File: src/pkg/mpc_consts.svh
// constants for the strap-configured media-independent port pair
// =====================================================================
`ifndef MPC_CONSTS_SVH
`define MPC_CONSTS_SVH

// =====================================================================
// mode strap codes
`define MPC_M_SWS_R_LO 4'h0
`define MPC_M_SWS_R_HI 4'h1
`define MPC_M_SWS_R_FD 4'h2
`define MPC_M_RSVD_A 4'h3
`define MPC_M_SWS_F_LO 4'h4
`define MPC_M_SWS_F_HI 4'h5
`define MPC_M_SWS_F_FD 4'h6
`define MPC_M_RSVD_B 4'h7
`define MPC_M_MAC_HD 4'h8
`define MPC_M_RMII_HD 4'h9
`define MPC_M_MAC_FD 4'hA
`define MPC_M_RMII_FD 4'hB
`define MPC_M_PHY10_HD 4'hC
`define MPC_M_PHY100_HD 4'hD
`define MPC_M_PHY10_FD 4'hE
`define MPC_M_PHY100_FD 4'hF

// =====================================================================
// clock rates in kHz and derived half periods in core cycles
`define MPC_CORE_KHZ 100000
`define MPC_MII10_KHZ 2500
`define MPC_MII100_KHZ 25000
`define MPC_RMII_KHZ 50000
`define MPC_SWS_KHZ 10000
`define MPC_MAC_MAX_KHZ 25000
`define MPC_HP_MII10 (`MPC_CORE_KHZ / (2 * `MPC_MII10_KHZ))
`define MPC_HP_MII100 (`MPC_CORE_KHZ / (2 * `MPC_MII100_KHZ))
`define MPC_HP_RMII (`MPC_CORE_KHZ / (2 * `MPC_RMII_KHZ))
`define MPC_HP_SWS (`MPC_CORE_KHZ / (2 * `MPC_SWS_KHZ))

// =====================================================================
// startup
`define MPC_STRAP_SETTLE 3
`define MPC_SYNC_W 28

`endif

File: src/pkg/mpc_pkg.sv
// types and mode decoding for the media-independent port pair
`include "mpc_consts.svh"
package mpc_pkg;

  // =====================================================================
  // interface kinds
  typedef enum logic [2:0] {KIND_SWS, KIND_MII_MAC, KIND_RMII, KIND_MII_PHY, KIND_RSVD} mpc_kind_t;

  typedef enum logic {PH_SETTLE, PH_RUN} mpc_phase_t;

  typedef struct packed {
    mpc_kind_t kind;
    logic full_dup;
    logic fall_edge;
    logic col_high;
    logic [4:0] half_per;
  } mpc_cfg_t;

  // =====================================================================
  // strap code to configuration
  function automatic mpc_cfg_t mpc_decode(input logic [3:0] m);
    mpc_cfg_t c;
    c.kind = KIND_RSVD;
    c.full_dup = 1'b0;
    c.fall_edge = m[2];
    c.col_high = 1'b1;
    c.half_per = 5'(`MPC_HP_SWS);
    case (m)
      `MPC_M_SWS_R_LO, `MPC_M_SWS_F_LO:
      begin
        c.kind = KIND_SWS;
        c.col_high = 1'b0;
      end
      `MPC_M_SWS_R_HI, `MPC_M_SWS_F_HI: c.kind = KIND_SWS;
      `MPC_M_SWS_R_FD, `MPC_M_SWS_F_FD:
      begin
        c.kind = KIND_SWS;
        c.full_dup = 1'b1;
      end
      `MPC_M_MAC_HD, `MPC_M_MAC_FD:
      begin
        c.kind = KIND_MII_MAC;
        c.full_dup = m[1];
        c.fall_edge = 1'b0;
      end
      `MPC_M_RMII_HD, `MPC_M_RMII_FD:
      begin
        c.kind = KIND_RMII;
        c.full_dup = m[1];
        c.fall_edge = 1'b0;
        c.half_per = 5'(`MPC_HP_RMII);
      end
      `MPC_M_PHY10_HD, `MPC_M_PHY10_FD, `MPC_M_PHY100_HD, `MPC_M_PHY100_FD:
      begin
        c.kind = KIND_MII_PHY;
        c.full_dup = m[1];
        c.fall_edge = 1'b0;
        c.half_per = m[0] ? 5'(`MPC_HP_MII100) : 5'(`MPC_HP_MII10);
      end
      default: c.kind = KIND_RSVD;
    endcase
    return c;
  endfunction

  // data bits moved per link clock edge
  function automatic logic [2:0] mpc_sym_w(input mpc_kind_t k);
    case (k)
      KIND_SWS: return 3'h1;
      KIND_RMII: return 3'h2;
      default: return 3'h4;
    endcase
  endfunction

  // keep the low w bits of a nibble
  function automatic logic [3:0] mpc_low(input logic [3:0] d, input logic [2:0] w);
    case (w)
      3'h1: return d & 4'h1;
      3'h2: return d & 4'h3;
      default: return d;
    endcase
  endfunction

endpackage

File: src/pkg/mpc_clk_if.sv
// carrier between a port and its link clock generator
`timescale 1ns/1ps
interface mpc_clk_if;
  logic run; // generator enabled
  logic [4:0] half_per; // half period in core cycles
  logic clk; // generated link clock level
  logic rise; // pulse with the rising edge
  logic fall; // pulse with the falling edge
  modport gen (input run, input half_per, output clk, output rise, output fall);
  modport user (output run, output half_per, input clk, input rise, input fall);
endinterface

File: src/core/mpc_sync.sv
// two-flop synchroniser for pins from outside the core clock domain
`timescale 1ns/1ps
module mpc_sync
#(
  parameter int W = 1
)
(
  input wire logic core_clk, // core clock
  input wire logic rstn, // async reset, active low
  input wire logic [W-1:0] async_in, // raw pin levels
  output logic [W-1:0] sync_out // synchronised levels
);
  logic [W-1:0] meta_q;
  logic [W-1:0] sync_q;

  // =====================================================================
  // first stage feeds only the second stage
  always_ff @(posedge core_clk or negedge rstn)
  begin
    if (!rstn)
    begin
      meta_q <= '0;
      sync_q <= '0;
    end
    else
    begin
      meta_q <= async_in;
      sync_q <= meta_q;
    end
  end

  assign sync_out = sync_q;
endmodule

File: src/core/mpc_clkgen.sv
// link clock divider for the modes in which the device drives the clocks
`timescale 1ns/1ps
module mpc_clkgen
(
  input wire logic core_clk, // core clock
  input wire logic rstn, // async reset, active low
  mpc_clk_if.gen gen // divider control and outputs
);
  logic [4:0] cnt_q;
  logic clk_q;
  logic rise_q;
  logic fall_q;

  // =====================================================================
  // toggle every half period; edge pulses line up with the new level
  always_ff @(posedge core_clk or negedge rstn)
  begin
    if (!rstn)
    begin
      cnt_q <= 5'h00;
      clk_q <= 1'b0;
      rise_q <= 1'b0;
      fall_q <= 1'b0;
    end
    else if (!gen.run)
    begin
      cnt_q <= 5'h00;
      clk_q <= 1'b0;
      rise_q <= 1'b0;
      fall_q <= 1'b0;
    end
    else if (cnt_q == 5'(gen.half_per - 5'h01))
    begin
      cnt_q <= 5'h00;
      clk_q <= ~clk_q;
      rise_q <= ~clk_q;
      fall_q <= clk_q;
    end
    else
    begin
      cnt_q <= 5'(cnt_q + 5'h01);
      rise_q <= 1'b0;
      fall_q <= 1'b0;
    end
  end

  assign gen.clk = clk_q;
  assign gen.rise = rise_q;
  assign gen.fall = fall_q;
endmodule

File: src/core/mpc_top.sv
// two strap-configured media-independent ports: serial, reduced, forward and reverse MII
`timescale 1ns/1ps
`include "mpc_consts.svh"
module mpc_top
  import mpc_pkg::*;
(
  input wire logic core_clk, // 100 MHz core clock
  input wire logic rstn, // async reset, active low
  input wire logic sixth_port_iface_enable, // strap, high enables sixth port
  input wire logic fifth_port_iface_disable, // strap, high selects internal phy
  input wire logic [1:0] port_rx_side_clock_i, // rx-side clock pin level
  output logic [1:0] port_rx_side_clock_o, // rx-side clock drive
  output logic [1:0] port_rx_side_clock_oe_n, // low while driven
  input wire logic [1:0] port_tx_side_clock_i, // tx-side clock pin level
  output logic [1:0] port_tx_side_clock_o, // tx-side clock drive
  output logic [1:0] port_tx_side_clock_oe_n, // low while driven
  input wire logic [1:0][3:0] port_input_i, // input data, bit0 serial, pair in [1:0]
  input wire logic [1:0] port_input_valid_i, // input data valid
  input wire logic [1:0][3:0] tx_data_mode_strap_i, // strap levels on data pins
  output logic [1:0][3:0] tx_data_mode_strap_o, // output data
  output logic [1:0] tx_data_mode_strap_oe_n, // low while driven
  output logic [1:0] port_output_valid_o, // output data valid
  input wire logic [1:0] port_crs_i, // carrier sense from partner phy
  output logic [1:0] port_crs_o, // carrier sense toward partner mac
  output logic [1:0] port_crs_oe_n, // low while driven
  input wire logic [1:0] port_col_i, // collision from partner phy
  output logic [1:0] port_col_o, // collision toward partner mac
  output logic [1:0] port_col_oe_n, // low while driven
  input wire logic [1:0] mac_tx_valid, // internal mac nibble waiting
  input wire logic [1:0][3:0] mac_tx_nibble, // internal mac nibble
  output logic [1:0] mac_tx_ready, // pulse, nibble taken
  output logic [1:0] mac_rx_valid, // pulse, nibble received
  output logic [1:0][3:0] mac_rx_nibble, // received nibble
  output logic [1:0] mac_rx_dv, // receive frame in progress
  output logic [1:0] mac_crs, // carrier seen by internal mac
  output logic [1:0] mac_col, // collision seen by internal mac
  output logic [1:0][3:0] status_mode, // latched strap code
  output logic [1:0] status_iface_on, // interface enabled and code valid
  output logic [1:0] status_reserved, // reserved code latched
  output logic [1:0] status_full_duplex, // latched duplex
  output logic fifth_port_internal_phy // fifth port runs its copper phy
);

  // =====================================================================
  // synchronisers: straps, then per port clocks, valid, data, crs, col
  logic [`MPC_SYNC_W-1:0] raw_s;
  logic [`MPC_SYNC_W-1:0] syn_s;

  assign raw_s = {port_col_i, port_crs_i, port_input_i, port_input_valid_i,
                  port_tx_side_clock_i, port_rx_side_clock_i,
                  tx_data_mode_strap_i, sixth_port_iface_enable, fifth_port_iface_disable};

  mpc_sync #(.W(`MPC_SYNC_W)) u_sync (
    .core_clk (core_clk),
    .rstn (rstn),
    .async_in (raw_s),
    .sync_out (syn_s)
  );

  logic dis5_s;
  logic en6_s;
  logic [1:0][3:0] strap_s;
  logic [1:0] rxc_s;
  logic [1:0] txc_s;
  logic [1:0] dv_s;
  logic [1:0][3:0] din_s;
  logic [1:0] crs_s;
  logic [1:0] col_s;

  assign dis5_s = syn_s[0];
  assign en6_s = syn_s[1];
  assign strap_s = syn_s[9:2];
  assign rxc_s = syn_s[11:10];
  assign txc_s = syn_s[13:12];
  assign dv_s = syn_s[15:14];
  assign din_s = syn_s[23:16];
  assign crs_s = syn_s[25:24];
  assign col_s = syn_s[27:26];

  // =====================================================================
  // startup: let the synchronisers fill, then latch the straps once
  mpc_phase_t phase_q;
  logic [1:0] settle_q;
  logic capture;

  assign capture = (phase_q == PH_SETTLE) && (settle_q == 2'(`MPC_STRAP_SETTLE - 1));

  always_ff @(posedge core_clk or negedge rstn)
  begin
    if (!rstn)
    begin
      phase_q <= PH_SETTLE;
      settle_q <= 2'h0;
    end
    else
    begin
      case (phase_q)
        PH_SETTLE:
        begin
          if (capture)
            phase_q <= PH_RUN;
          settle_q <= 2'(settle_q + 2'h1);
        end
        PH_RUN: phase_q <= PH_RUN;
        default: phase_q <= PH_SETTLE;
      endcase
    end
  end

  // fifth port falls back to the internal phy when its strap is high
  always_ff @(posedge core_clk or negedge rstn)
  begin
    if (!rstn)
      fifth_port_internal_phy <= 1'b0;
    else if (capture)
      fifth_port_internal_phy <= dis5_s;
  end

  // =====================================================================
  // per port logic; each port owns its mode and state
  genvar p;
  generate
    for (p = 0; p < 2; p++)
    begin : g_port
      mpc_cfg_t cfg_q;
      mpc_cfg_t cfg_d;
      logic [3:0] mode_q;
      logic en_q;
      logic live_q;
      logic phy_kind;
      logic [2:0] w;
      logic tx_edge;
      logic rx_edge;
      logic rxc_p_q;
      logic txc_p_q;
      logic [3:0] tx_sh_q;
      logic [2:0] tx_left_q;
      logic tx_on_q;
      logic [3:0] tx_out_q;
      logic tx_rdy_q;
      logic [3:0] rx_sh_q;
      logic [2:0] rx_cnt_q;
      logic rx_on_q;
      logic rx_vld_q;
      logic [3:0] rx_nib_q;
      logic coll;
      logic crs_q;
      logic col_q;
      logic mcrs_q;
      logic mcol_q;
      logic [5:0] oe_n_q;

      mpc_clk_if cif ();

      mpc_clkgen u_gen (
        .core_clk (core_clk),
        .rstn (rstn),
        .gen (cif.gen)
      );

      // one decode feeds both the latch and the liveness test
      assign cfg_d = mpc_decode(strap_s[p]);

      // straps latched once after release, never again until reset
      always_ff @(posedge core_clk or negedge rstn)
      begin
        if (!rstn)
        begin
          mode_q <= 4'h0;
          cfg_q <= '{KIND_RSVD, 1'b0, 1'b0, 1'b1, 5'(`MPC_HP_SWS)};
          en_q <= 1'b0;
          live_q <= 1'b0;
        end
        else if (capture)
        begin
          mode_q <= strap_s[p];
          cfg_q <= cfg_d;
          en_q <= (p == 0) ? ~dis5_s : en6_s;
          // a reserved code leaves the port dead until next reset
          live_q <= ((p == 0) ? ~dis5_s : en6_s) &&
                    (cfg_d.kind != KIND_RSVD);
        end
      end

      assign phy_kind = live_q && (cfg_q.kind != KIND_MII_MAC);
      assign w = mpc_sym_w(cfg_q.kind);
      assign cif.run = phy_kind;
      assign cif.half_per = cfg_q.half_per;

      // previous synced clock levels for edge detection in mac mode
      always_ff @(posedge core_clk or negedge rstn)
      begin
        if (!rstn)
        begin
          rxc_p_q <= 1'b0;
          txc_p_q <= 1'b0;
        end
        else
        begin
          rxc_p_q <= rxc_s[p];
          txc_p_q <= txc_s[p];
        end
      end

      // in mac mode each direction follows its own clock; partner clocks need 4 samples a period
      always_comb
      begin
        if (cfg_q.kind == KIND_MII_MAC)
        begin
          tx_edge = live_q && txc_s[p] && !txc_p_q;
          rx_edge = live_q && rxc_s[p] && !rxc_p_q;
        end
        else
        begin
          // drive on the inactive edge, sample on the active one
          tx_edge = phy_kind && (cfg_q.fall_edge ? cif.rise : cif.fall);
          rx_edge = phy_kind && (cfg_q.fall_edge ? cif.fall : cif.rise);
        end
      end

      // =====================================================================
      // transmit: nibbles from the internal mac, shifted out w bits per edge
      always_ff @(posedge core_clk or negedge rstn)
      begin
        if (!rstn)
        begin
          tx_sh_q <= 4'h0;
          tx_left_q <= 3'h0;
          tx_on_q <= 1'b0;
          tx_out_q <= 4'h0;
          tx_rdy_q <= 1'b0;
        end
        else
        begin
          tx_rdy_q <= 1'b0;
          if (!live_q)
          begin
            tx_on_q <= 1'b0;
            tx_out_q <= 4'h0;
            tx_left_q <= 3'h0;
          end
          else if (tx_edge && tx_left_q == 3'h0)
          begin
            if (mac_tx_valid[p])
            begin
              tx_out_q <= mpc_low(mac_tx_nibble[p], w);
              tx_sh_q <= 4'(mac_tx_nibble[p] >> w);
              tx_left_q <= 3'(3'h4 - w);
              tx_on_q <= 1'b1;
              tx_rdy_q <= 1'b1;
            end
            else
            begin
              tx_out_q <= 4'h0;
              tx_on_q <= 1'b0;
            end
          end
          else if (tx_edge)
          begin
            tx_out_q <= mpc_low(tx_sh_q, w);
            tx_sh_q <= 4'(tx_sh_q >> w);
            tx_left_q <= 3'(tx_left_q - w);
          end
        end
      end

      // =====================================================================
      // receive: w bits per active edge, lsb first, gathered into nibbles
      always_ff @(posedge core_clk or negedge rstn)
      begin
        if (!rstn)
        begin
          rx_sh_q <= 4'h0;
          rx_cnt_q <= 3'h0;
          rx_on_q <= 1'b0;
          rx_vld_q <= 1'b0;
          rx_nib_q <= 4'h0;
        end
        else
        begin
          rx_vld_q <= 1'b0;
          if (!live_q)
          begin
            rx_on_q <= 1'b0;
            rx_cnt_q <= 3'h0;
          end
          else if (rx_edge && dv_s[p])
          begin
            rx_on_q <= 1'b1;
            if (3'(rx_cnt_q + w) == 3'h4)
            begin
              rx_nib_q <= 4'((rx_sh_q >> w) | 4'(mpc_low(din_s[p], w) << 3'(3'h4 - w)));
              rx_vld_q <= 1'b1;
              rx_cnt_q <= 3'h0;
            end
            else
            begin
              rx_sh_q <= 4'((rx_sh_q >> w) | 4'(mpc_low(din_s[p], w) << 3'(3'h4 - w)));
              rx_cnt_q <= 3'(rx_cnt_q + w);
            end
          end
          else if (rx_edge)
          begin
            // trailing odd bits are dropped with the frame
            rx_on_q <= 1'b0;
            rx_cnt_q <= 3'h0;
          end
        end
      end

      // collision only matters in half duplex
      assign coll = !cfg_q.full_dup && tx_on_q && rx_on_q;

      // =====================================================================
      // carrier and collision toward the partner and the internal mac
      always_ff @(posedge core_clk or negedge rstn)
      begin
        if (!rstn)
        begin
          crs_q <= 1'b0;
          col_q <= 1'b0;
          mcrs_q <= 1'b0;
          mcol_q <= 1'b0;
        end
        else if (!live_q)
        begin
          crs_q <= 1'b0;
          col_q <= 1'b0;
          mcrs_q <= 1'b0;
          mcol_q <= 1'b0;
        end
        else if (cfg_q.kind == KIND_MII_MAC)
        begin
          mcrs_q <= crs_s[p];
          mcol_q <= col_s[p] && !cfg_q.full_dup;
        end
        else
        begin
          // carrier follows tx activity, and rx activity in half duplex, not the output clock
          crs_q <= tx_on_q || (!cfg_q.full_dup && rx_on_q);
          col_q <= cfg_q.col_high ? coll : !coll;
          mcrs_q <= tx_on_q || rx_on_q;
          mcol_q <= coll;
        end
      end

      // =====================================================================
      // pin enables: data/strap pins float in reset, drive once latched if the port is enabled
      // order: data, rxclk, txclk, crs, col, spare
      always_ff @(posedge core_clk or negedge rstn)
      begin
        if (!rstn)
          oe_n_q <= 6'h3F;
        else if (phase_q == PH_RUN)
        begin
          oe_n_q[0] <= !en_q;
          oe_n_q[1] <= !phy_kind;
          oe_n_q[2] <= !(phy_kind && cfg_q.kind != KIND_RMII);
          oe_n_q[3] <= !phy_kind;
          oe_n_q[4] <= !phy_kind;
          oe_n_q[5] <= 1'b1;
        end
      end

      assign port_rx_side_clock_o[p] = cif.clk;
      assign port_tx_side_clock_o[p] = cif.clk;
      assign port_rx_side_clock_oe_n[p] = oe_n_q[1];
      assign port_tx_side_clock_oe_n[p] = oe_n_q[2];
      assign tx_data_mode_strap_o[p] = tx_out_q;
      assign tx_data_mode_strap_oe_n[p] = oe_n_q[0];
      assign port_output_valid_o[p] = tx_on_q;
      assign port_crs_o[p] = crs_q;
      assign port_crs_oe_n[p] = oe_n_q[3];
      assign port_col_o[p] = col_q;
      assign port_col_oe_n[p] = oe_n_q[4];
      assign mac_tx_ready[p] = tx_rdy_q;
      assign mac_rx_valid[p] = rx_vld_q;
      assign mac_rx_nibble[p] = rx_nib_q;
      assign mac_rx_dv[p] = rx_on_q;
      assign mac_crs[p] = mcrs_q;
      assign mac_col[p] = mcol_q;
      // status shows the latched state of the port
      assign status_mode[p] = mode_q;
      assign status_iface_on[p] = live_q;
      assign status_reserved[p] = en_q && !live_q;
      assign status_full_duplex[p] = cfg_q.full_dup;
    end
  endgenerate

endmodule

File: config.mk
export PLATFORM = sky130hd
export DESIGN_NAME = mpc_top
export DESIGN_NICKNAME = d
export VERILOG_FILES = /design/src/pkg/mpc_pkg.sv /design/src/pkg/mpc_clk_if.sv /design/src/core/mpc_sync.sv /design/src/core/mpc_clkgen.sv /design/src/core/mpc_top.sv
export VERILOG_INCLUDE_DIRS = /design/src /design/src/pkg
export SDC_FILE = /design/constraint.sdc
export NUM_CORES = 1
export LEC_CHECK = 0
export BUFFER_PORTS_ARGS = -buffer_cell sky130_fd_sc_hd__buf_2
export CORE_MARGIN = 4
export CORE_UTILIZATION = 57
export CTS_CLUSTER_SIZE = 25
export DETAILED_ROUTE_END_ITERATION = 8
export PLACE_DENSITY = 0.89
export SYNTH_ARGS = -nofsm -noshare
export SYNTH_HDL_FRONTEND = slang
export SYNTH_SLANG_ARGS = --single-unit
File: constraint.sdc
create_clock -name core_clk -period 4.3 [get_ports core_clk]
set_clock_uncertainty 0.05 [all_clocks]
set_input_delay 0.86 -clock core_clk [delete_from_list [all_inputs] [get_ports core_clk]]
set_output_delay 0.86 -clock core_clk [all_outputs]
set_load 0.02 [all_outputs]
; Word level (Yosys, flattened, before mapping)
; Cells that the tools add are included.
[totals]
n_memories = 0
ramBits = 0
reg_bits = 182
latch_bits = 0
wordCells = 364
rom_bits = 0
[op_classes]
n_mul = 0
n_reduce_logical = 83
div_mod_pow = 0
n_bitwise = 10
mux = 128
order_cmp = 0
add_sub_neg = 11
shift = 10
eq_ne = 59
[ops]
columns = cell, count
row1 = 2-to-1 mux 4 bit, 26
row2 = 2-to-1 mux 1 bit, 65
row3 = equality test 4 bit (second input constant), 16
row4 = 2-to-1 mux 3 bit, 16
row5 = case mux 4 bit (2 select lines), 6
row6 = logical AND 1 bit, 33
row7 = 2-to-1 mux 5 bit, 6
row8 = equality test 4 x 3 -> 1 bit (second input constant), 6
row9 = case mux 3 bit (4 select lines), 2
row10 = right shift 4 x 3 -> 4 bit, 6
row11 = case mux 5 bit (2 select lines), 2
row12 = inequality test 3 x 1 -> 1 bit (second input constant), 6
row13 = AND reduction 3 bit, 6
row14 = zero test 1 bit, 16
row15 = bitwise OR 4 bit, 4
row16 = OR reduction 2 bit, 8
row17 = OR reduction 8 bit, 2
row18 = left shift 4 x 3 -> 4 bit, 4
row19 = equality test 3 x 1 -> 1 bit (second input constant), 4
row20 = equality test 3 x 2 -> 1 bit (second input constant), 4
row21 = zero test 3 bit, 4
row22 = inequality test 3 bit (second input constant), 4
row23 = case mux 3 bit (2 select lines), 2
row24 = OR reduction 6 bit, 2
row25 = 21 further kinds, 51

; Depth between registers and ports, before layout
; Gate-level depths: netlist (run 1).
[depth]
depth_word = 9
ltp_mapped = 12

; Cells and area by module
; From an unflattened synthesis (run 1), not the netlist that was laid out.
[hier_totals]
hier_cells = 682
area_unflattened_um2 = 7748.7
[modules_own_cells]
columns = mod, cells_per_inst, area_per_inst_um2, instances
row1 = mpc_top, 544, 5401.4, 1
row2 = mpc_sync, 56, 1401.3, 1
row3 = mpc_clkgen, 41, 473.0, 2

; Worst setup path before layout (run 1)
; Ideal clock, no wire load.
[synth_timing]
kind = register to register
start = register g_port[0].cfg_q[9] (netlist bit)
end = register g_port[0].rx_nib_q[0]
stages_incl_launch_ff = 12
arrival_time_ps = 3206
path_buffers = 1
setup_ps = 125
period_less_slack_ps = 3380
required_time_ps = 4125
setup_slack_ps = 920
path_cell_list = dfrtp_1 buf_6 nor3_1 inv_1 ha_1 or3_1 inv_1 fa_1 nor2_1 nand2_1 nor2_1 mux2_2
[synth_via]
elab_chain_len = 9
[synth_rtl]
columns = item, line_no
row1 = "start, declared", mpc_top.sv:125  ; mpc_cfg_t cfg_q;
row2 = "start signal, assigned", mpc_top.sv:170  ; cfg_q <= '{KIND_RSVD, 1'b0, 1'b0, 1'b1, 5'(`MPC_HP_SWS)};
row3 = "start signal, assigned", mpc_top.sv:177  ; cfg_q <= cfg_d;
row4 = equality test 3 x 2 -> 1 bit or zero test 3 bit (tied branches), mpc_pkg.sv:67  ; case (k)
row5 = case mux 3 bit (2 select lines), mpc_pkg.sv:67
row6 = equality test 3 x 2 -> 1 bit or equality test 3 x 1 -> 1 bit (tied branches), mpc_pkg.sv:76  ; case (w)
row7 = case mux 4 bit (2 select lines), mpc_pkg.sv:76
row8 = 2-to-1 mux 4 bit, mpc_top.sv:290  ; if (3'(rx_cnt_q + w) == 3'h4)
row9 = 2-to-1 mux 4 bit, mpc_top.sv:287  ; else if (rx_edge && dv_s[p])
row10 = 2-to-1 mux 4 bit, mpc_top.sv:282  ; if (!live_q)
row11 = left shift 4 x 3 -> 4 bit, mpc_top.sv:292  ; rx_nib_q <= 4'((rx_sh_q >> w) | 4'(mpc_low(din_s[p], w) << 3'(3'h4 - w)));
row12 = bitwise OR 4 bit, mpc_top.sv:292
row13 = "end signal, assigned", mpc_top.sv:292
row14 = "end, declared", mpc_top.sv:145  ; logic [3:0] rx_nib_q;
; Parallel ways exist; a longest one is shown, timed or not. The select of a mux whose other input is x is not followed.
; A chain may end at the register's enable or synchronous reset.

; Final worst setup path (run 1)
[layout_timing]
start = register g_port[0].cfg_q[8] (netlist bit)
end = register g_port[0].rx_nib_q[0]
; Same word-level chain as after synthesis.

==> flow_metrics.tcl, run 1 <==
set metrics [dict create \
    postRouteAntennaNets 0 \
    yosysWarnings 0 \
    worstPathArrival_ns 3.89 \
    async_reset_ff_share_pct 100.0 \
    final_cells 941 \
    end_kind "flop" \
    gr-usage-all-layers_pct 21.76 \
    ios 101 \
    grt_antenna_before_repair 0 \
    rsz0062_at_grt "no" \
    cts_resized 0 \
    power.share.sequential_pct 46.3 \
    synth_nets 736 \
    synth-edff-count 0 \
    cts-root-buf "clkbuf_16" \
    cp_max_fo 14 \
    p_leak_nw 4.278 \
    final_core_util_pct 66.63 \
    syn-cell-area_mm2 0.007637 \
    first_iter_violations 535 \
    syn_inst 678 \
    setup_viol 0 \
    wl_mm 15.38 \
    drc 0 \
    dp.cells 909 \
    cts_setup_buffers 0 \
    min_period_over_period_pct 84.58 \
    die_area_mm2 0.01532 \
    rows 42 \
    syn_area_per_cell_um2 11.26 \
    final_cell_mix "dfrtp_1, buf_2, nand2_1" \
    grt_max_degree 106 \
    hold_viol_final 0 \
    first_global_vias 5183 \
    synth_cell_types 59 \
    p_comb_share_pct 10.6 \
    clk_pin_slew_ns 0.06 \
    fin_tns_setup_ns 0 \
    pwr-share-clk_pct 43.1 \
    num_vias 5223 \
    crit_required_ns 4.55 \
    holdWs_ns 0.2985 \
    n_antenna_cell 0 \
    fin_crit_ns 3.637 \
    clk_latency_ns 0.43 \
    place.gp.congestion 0.9146 \
    wire_per_inst_um 16.34 \
    cts.path.max_buffers 2 \
    core_mm2 0.01319 \
    layout_commonest_cell "dfrtp_1" \
    fmax_mhz 274.9 \
    swShare_pct 24.57 \
    layout-drive-gt1-share_pct 23.79 \
    hold_class "reg2reg" \
    dr.pass1.iters 6 \
    synth_area_leaders "dfrtp_1, dfstp_2, nand2_1" \
    nets 810 \
    cap_violations 0 \
    yosysTopAreaCellShare_pct 53.41 \
    vias_per_cell 5.550 \
    cts_sinks 177 \
    io_buffer_count 100 \
    ys.flop_type "dfrtp_1" \
    outcome "complete, no violations" \
    p_int_mw 3.005 \
    drv_slew 0 \
    tritoncts "built" \
    yosys.area.top_type "dfrtp_1" \
    criticalPathCategory "reg2reg" \
    max_slew_margin_pct 38.41 \
    grt-ovfl-total 0 \
    critPathLaunchType "flop" \
    hpwlAfterDp_mm 10.55 \
    die-height_um 123.8 \
    yosysSeqAreaShare_pct 58.22 \
    cts.htree.levels 4 \
    yosys_register_bits 177 \
    die_w_um 123.8 \
    worstMarginPinSlew_ns 0.9238 \
    ctsHoldBuffers 0 \
    p_per_area_mw_per_mm2 453.3 \
    initial_utilization_pct 57.90 \
    cts_buffers 17 \
    irDropWorstVdd_v 0.0004511 \
    grt_pass1_wl_mm 25.57 \
    area_growth_pct 15.07 \
    p_switching_uw 978.8 \
]
-- power groups by stage --
stage / clock network, mW / logic (mW) / registers [mW]
2_1_floorplan: 0 / 0.278 / 1.87
3_3_place_gp: 0 / 0.411 / 1.87
5_1_grt: 1.82 / 0.471 / 1.86
4_1_cts: 1.75 / 0.425 / 1.84
3_5_place_dp: 0 / 0.420 / 1.87
6_report: 1.72 / 0.422 / 1.85
-- per-stage QoR --
| step | setup WS (ns) | instance area, um^2 | total power, mW |
|---|---|---|---|
| 2_1_floorplan | 0.9197 | 7637 | 2.149 |
| 3_3_place_gp | 0.8578 | 8122 | 2.281 |
| 3_5_place_dp | 0.7719 | 8122 | 2.293 |
| 4_1_cts | 0.7164 | 8788 | 4.017 |
| 5_1_grt | 0.4072 | 8788 | 4.153 |
| 6_report | 0.6629 | 8788 | 3.984 |
-- state kept, by name (all words and copies together), names as in the netlist, 6 cells and up --
name,flops
g_port.cif.half_per,8
u_sync.sync_out,28
g_port.mode_q,8
g_port.tx_sh_q,8
g_port.u_gen.cnt_q,10
g_port.rx_cnt_q,6
g_port.cfg_q,10
g_port.rx_nib_q,8
g_port.tx_left_q,6
g_port.oe_n_q,6
g_port.rx_sh_q,7
u_sync.meta_q,28
g_port.tx_out_q,8
-- cell families after synthesis --
group                      count (synthesis)  share of synthesized area, %
adders and majority gates                 18                         3.342
DFF                                      177                         58.22
buffers and inverters                     79                         5.406
xor gates and xnor gates                  27                         3.293
muxes                                     41                         6.192
AOI/OAI and AO/OA                        123                         10.60
and+or+nand+nor                          213                         12.94
-- path summary, 6_finish.rpt --
path,start,endpoint,slack [ns],depth (start not counted)
max,g_port[0].cfg_q[8],g_port[0].rx_nib_q[0],0.66,10
min,u_sync.meta_q[24],u_sync.sync_out[24],0.30,0
max reg2reg,g_port[0].cfg_q[8],g_port[0].rx_nib_q[0],0.66,10
min reg2reg,u_sync.meta_q[24],u_sync.sync_out[24],0.30,0
max in group asynchronous,rstn,u_sync.sync_out[7],2.85,2
min in group asynchronous,rstn,u_sync.meta_q[12],0.49,1
-- cell type report --
cell class,instances,area (um^2)
Timing Repair Buffer,108,579.3
Clock inverter,12,220.2
Clock buffer,20,446.7
Multi-Input combinational cell,422,2778
Fill cell,981,4402
Tap cell,176,220.2
Sequential cell,177,4447
Inverter,26,97.59
-- synthesized netlist by cell type (3+ instances only) --
cell type    n
a211oi_1     5
a21boi_0     3
a21o_1       3
a21oi_1     23
a22o_1      11
a31oi_1      8
and2_1       5
and3_1      11
buf_4       28
clkbuf_1    21
dfrtp_1    163
dfstp_2     14
fa_1         4
ha_1        14
inv_1       24
mux2_2      16
mux2i_1     21
mux4_2       3
nand2_1     70
nand2b_1     7
nand3_1     23
nand3b_1     3
nor2_1      57
nor2b_1      7
nor3_1      16
o2111ai_1    3
o21ai_0     39
o22ai_1      3
o31ai_1      5
o41ai_1      3
or2_2        3
or3_1        5
xnor2_1     18
xor2_1       8
-- worst max-delay path: stages, from the launching register on --
cell,delay [ns]
dfrtp_1,0.42
nor2_1,0.38
nand2_1,0.26
ha_1,0.41
or3_1,0.49
inv_1,0.11
fa_1,0.46
nor2_1,0.15
nand2_1,0.08
nor2_1,0.32
mux2_2,0.38
-- per-layer routing --
| layer | track usage [%] | vias up | wire (um) |
|---|---|---|---|
| met5 | 0 | - | 0 |
| met1 | 27.67 | 2559 | 6386 |
| met3 | 6.812 | 22 | 967 |
| met4 | 6.436 | 0 | 233 |
| li1 | - | 2468 | - |
| met2 | 36.03 | 174 | 7790 |
No activity file was read; power rests on OpenSTA's default activity.
==> run 2, diff against run 1 <==
==> constraint.sdc (replaced) <==
create_clock -name core_clk -period 3.8 [get_ports core_clk]
set_clock_uncertainty 0.05 [all_clocks]
set_input_delay 0.76 -clock core_clk [delete_from_list [all_inputs] [get_ports core_clk]]
set_output_delay 0.76 -clock core_clk [all_outputs]
set_load 0.02 [all_outputs]
==> run 2 against run 1 <==
Compared with the run above: power is 7.7% higher; critical endpoint is now g_port[0].rx_nib_q[1]; core utilization is 0.42 points lower; sequential share of layout area is 0.32 points higher; critical path type unchanged; sequential power is 13% higher.
==> flow_metrics.tcl, run 2 (synthesis results as in run 1) <==
set metrics [dict create \
    outcome "complete, no violations" \
    rsz0062_at_grt "no" \
    clk_latency_ns 0.43 \
    rows 42 \
    cts.htree.levels 4 \
    end_kind "flop" \
    first_global_vias 5256 \
    criticalPathCategory "reg2reg" \
    p_per_area_mw_per_mm2 491.3 \
    io_buffer_count 100 \
    drc 0 \
    whs_endpoint "u_sync.sync_out[7]" \
    n_antenna_cell 0 \
    cts_setup_buffers 0 \
    r2r_slack_ns 0.46 \
    first_iter_violations 509 \
    grt_pass1_wl_mm 25.76 \
    wl_mm 15.44 \
    hold_depth 0 \
    p_int_mw 3.180 \
    die_area_mm2 0.01532 \
    die_w_um 123.8 \
    initial_utilization_pct 57.90 \
    min_from "u_sync.meta_q[7]" \
    final_cell_mix "dfrtp_1, buf_2, nand2_1" \
    swShare_pct 25.87 \
    place_ws_ns 0.4702 \
    top_usage_layer "met2" \
    hold_viol_final 0 \
    gr-usage-all-layers_pct 21.79 \
    slowest_delay_ns 0.45 \
    worstMarginPinSlew_ns 0.8060 \
    r2r_start "g_port[0].cfg_q[8]" \
    fmax_mhz 299.8 \
    cts_buffers 17 \
    vias_per_cell 5.575 \
    met2_usage_pct 36.09 \
    fin_tns_setup_ns 0 \
    cpMostUsedCell "nor2_1" \
    p_comb_share_pct 11.2 \
    irDropWorstVdd_v 0.0003823 \
    max_slew_margin_pct 46.27 \
    multi_input_area_mm2 0.002778 \
    min_period_over_period_pct 87.79 \
    grt_use_met3_pct 5.313 \
    core_mm2 0.01319 \
    r2r_end "g_port[0].rx_nib_q[1]" \
    tritoncts "built" \
    grt_max_degree 95 \
    ctsHoldBuffers 0 \
    cts-root-buf "clkbuf_16" \
    final_cells 946 \
    area_growth_pct 14.35 \
    pwr-share-clk_pct 40.1 \
    register_area_mm2 0.004447 \
    p_leak_nw 4.254 \
    clk_pin_slew_ns 0.06 \
    fin_crit_ns 3.336 \
    critPathLaunchType "flop" \
    num_vias 5274 \
    nets 815 \
    crit_required_ns 4.06 \
    layout-drive-gt1-share_pct 24.29 \
    worstPathArrival_ns 3.60 \
    globalRouteMet1Util_pct 27.97 \
    grt-ovfl-total 0 \
    cap_violations 0 \
    postRouteAntennaNets 0 \
    grt_antenna_before_repair 0 \
    reg2regPathDepth 10 \
    ios 101 \
    final_core_util_pct 66.21 \
    wire_per_inst_um 16.32 \
    worst_slack_ns 0.4639 \
    die-height_um 123.8 \
    slowest_stage "fa_1" \
    dp.cells 914 \
    hold_class "reg2reg" \
    setup_viol 0 \
    cts.path.max_buffers 2 \
    drv_slew 0 \
    cp_max_fo 7 \
    layout_commonest_cell "dfrtp_1" \
    holdWs_ns 0.2972 \
    cts_resized 0 \
    fill_cells 994 \
    p_switching_mw 1.110 \
    power.share.sequential_pct 48.7 \
    cts_sinks 177 \
    hpwlAfterDp_mm 10.97 \
    dr.pass1.iters 5 \
    path_cells "nor2_1 -> nand2_1 -> ha_1 -> or3_1 -> inv_1 -> fa_1 -> nor2_1 -> nand2_1 -> nor2_1 -> mux2_2" \
    place.gp.congestion 0.9310 \
]
## run 2: cell type report
cell class                 count  area share (%)
clock buffer                  19           4.957
clock inverter                13           1.762
inverter                      26           1.117
multi-input combinational    422           31.81
sequential                   177           50.92
tap                          176           2.521
timing repair buffer         113           6.920
## run 2: worst max-delay path by stage
stage	start	endpoint	slack, ns	cells after the start
2_1_floorplan	g_port[0].cfg_q[9]	g_port[0].rx_nib_q[0]	0.42	11
3_3_place_gp	g_port[0].cfg_q[9]	g_port[0].rx_nib_q[1]	0.61	11
3_5_place_dp	g_port[0].cfg_q[8]	g_port[0].rx_nib_q[0]	0.47	10
4_1_cts	g_port[0].cfg_q[8]	g_port[0].rx_nib_q[1]	0.46	10
5_1_grt	g_port[0].cfg_q[8]	g_port[0].rx_nib_q[1]	0.22	10
6_report	g_port[0].cfg_q[8]	g_port[0].rx_nib_q[1]	0.46	10
## run 2: metrics by stage
stage | cell area (um^2) | power [mW]
CTS | 8733 | 4.332
finish | 8733 | 4.290
floorplan | 7637 | 2.432
detailed placement | 8147 | 2.602
global route | 8733 | 4.477
global placement | 8147 | 2.581
## run 2: power groups by stage
stage | clock (mW) | sequential [mW] | combinational [mW]
2_1_floorplan | 0 | 2.12 | 0.314
3_3_place_gp | 0 | 2.12 | 0.466
3_5_place_dp | 0 | 2.12 | 0.481
6_report | 1.72 | 2.09 | 0.480
4_1_cts | 1.76 | 2.09 | 0.485
5_1_grt | 1.84 | 2.10 | 0.539
## run 2: worst max-delay path, delay by kind of cell, from the launching register on
family / cells / cell delay [ns]
adders and majority gates: 2 / 0.69
DFF: 1 / 0.42
buffers and inverters: 1 / 0.11
and+or+nand+nor: 6 / 1.56
muxes: 1 / 0.40
## run 2: routing by layer
metal / vias up / part of all wire [%]
met2: 174 / 51
met5: - / 0
met3: 28 / 5.8
met4: 0 / 1.9
li1: 2476 / -
met1: 2596 / 41
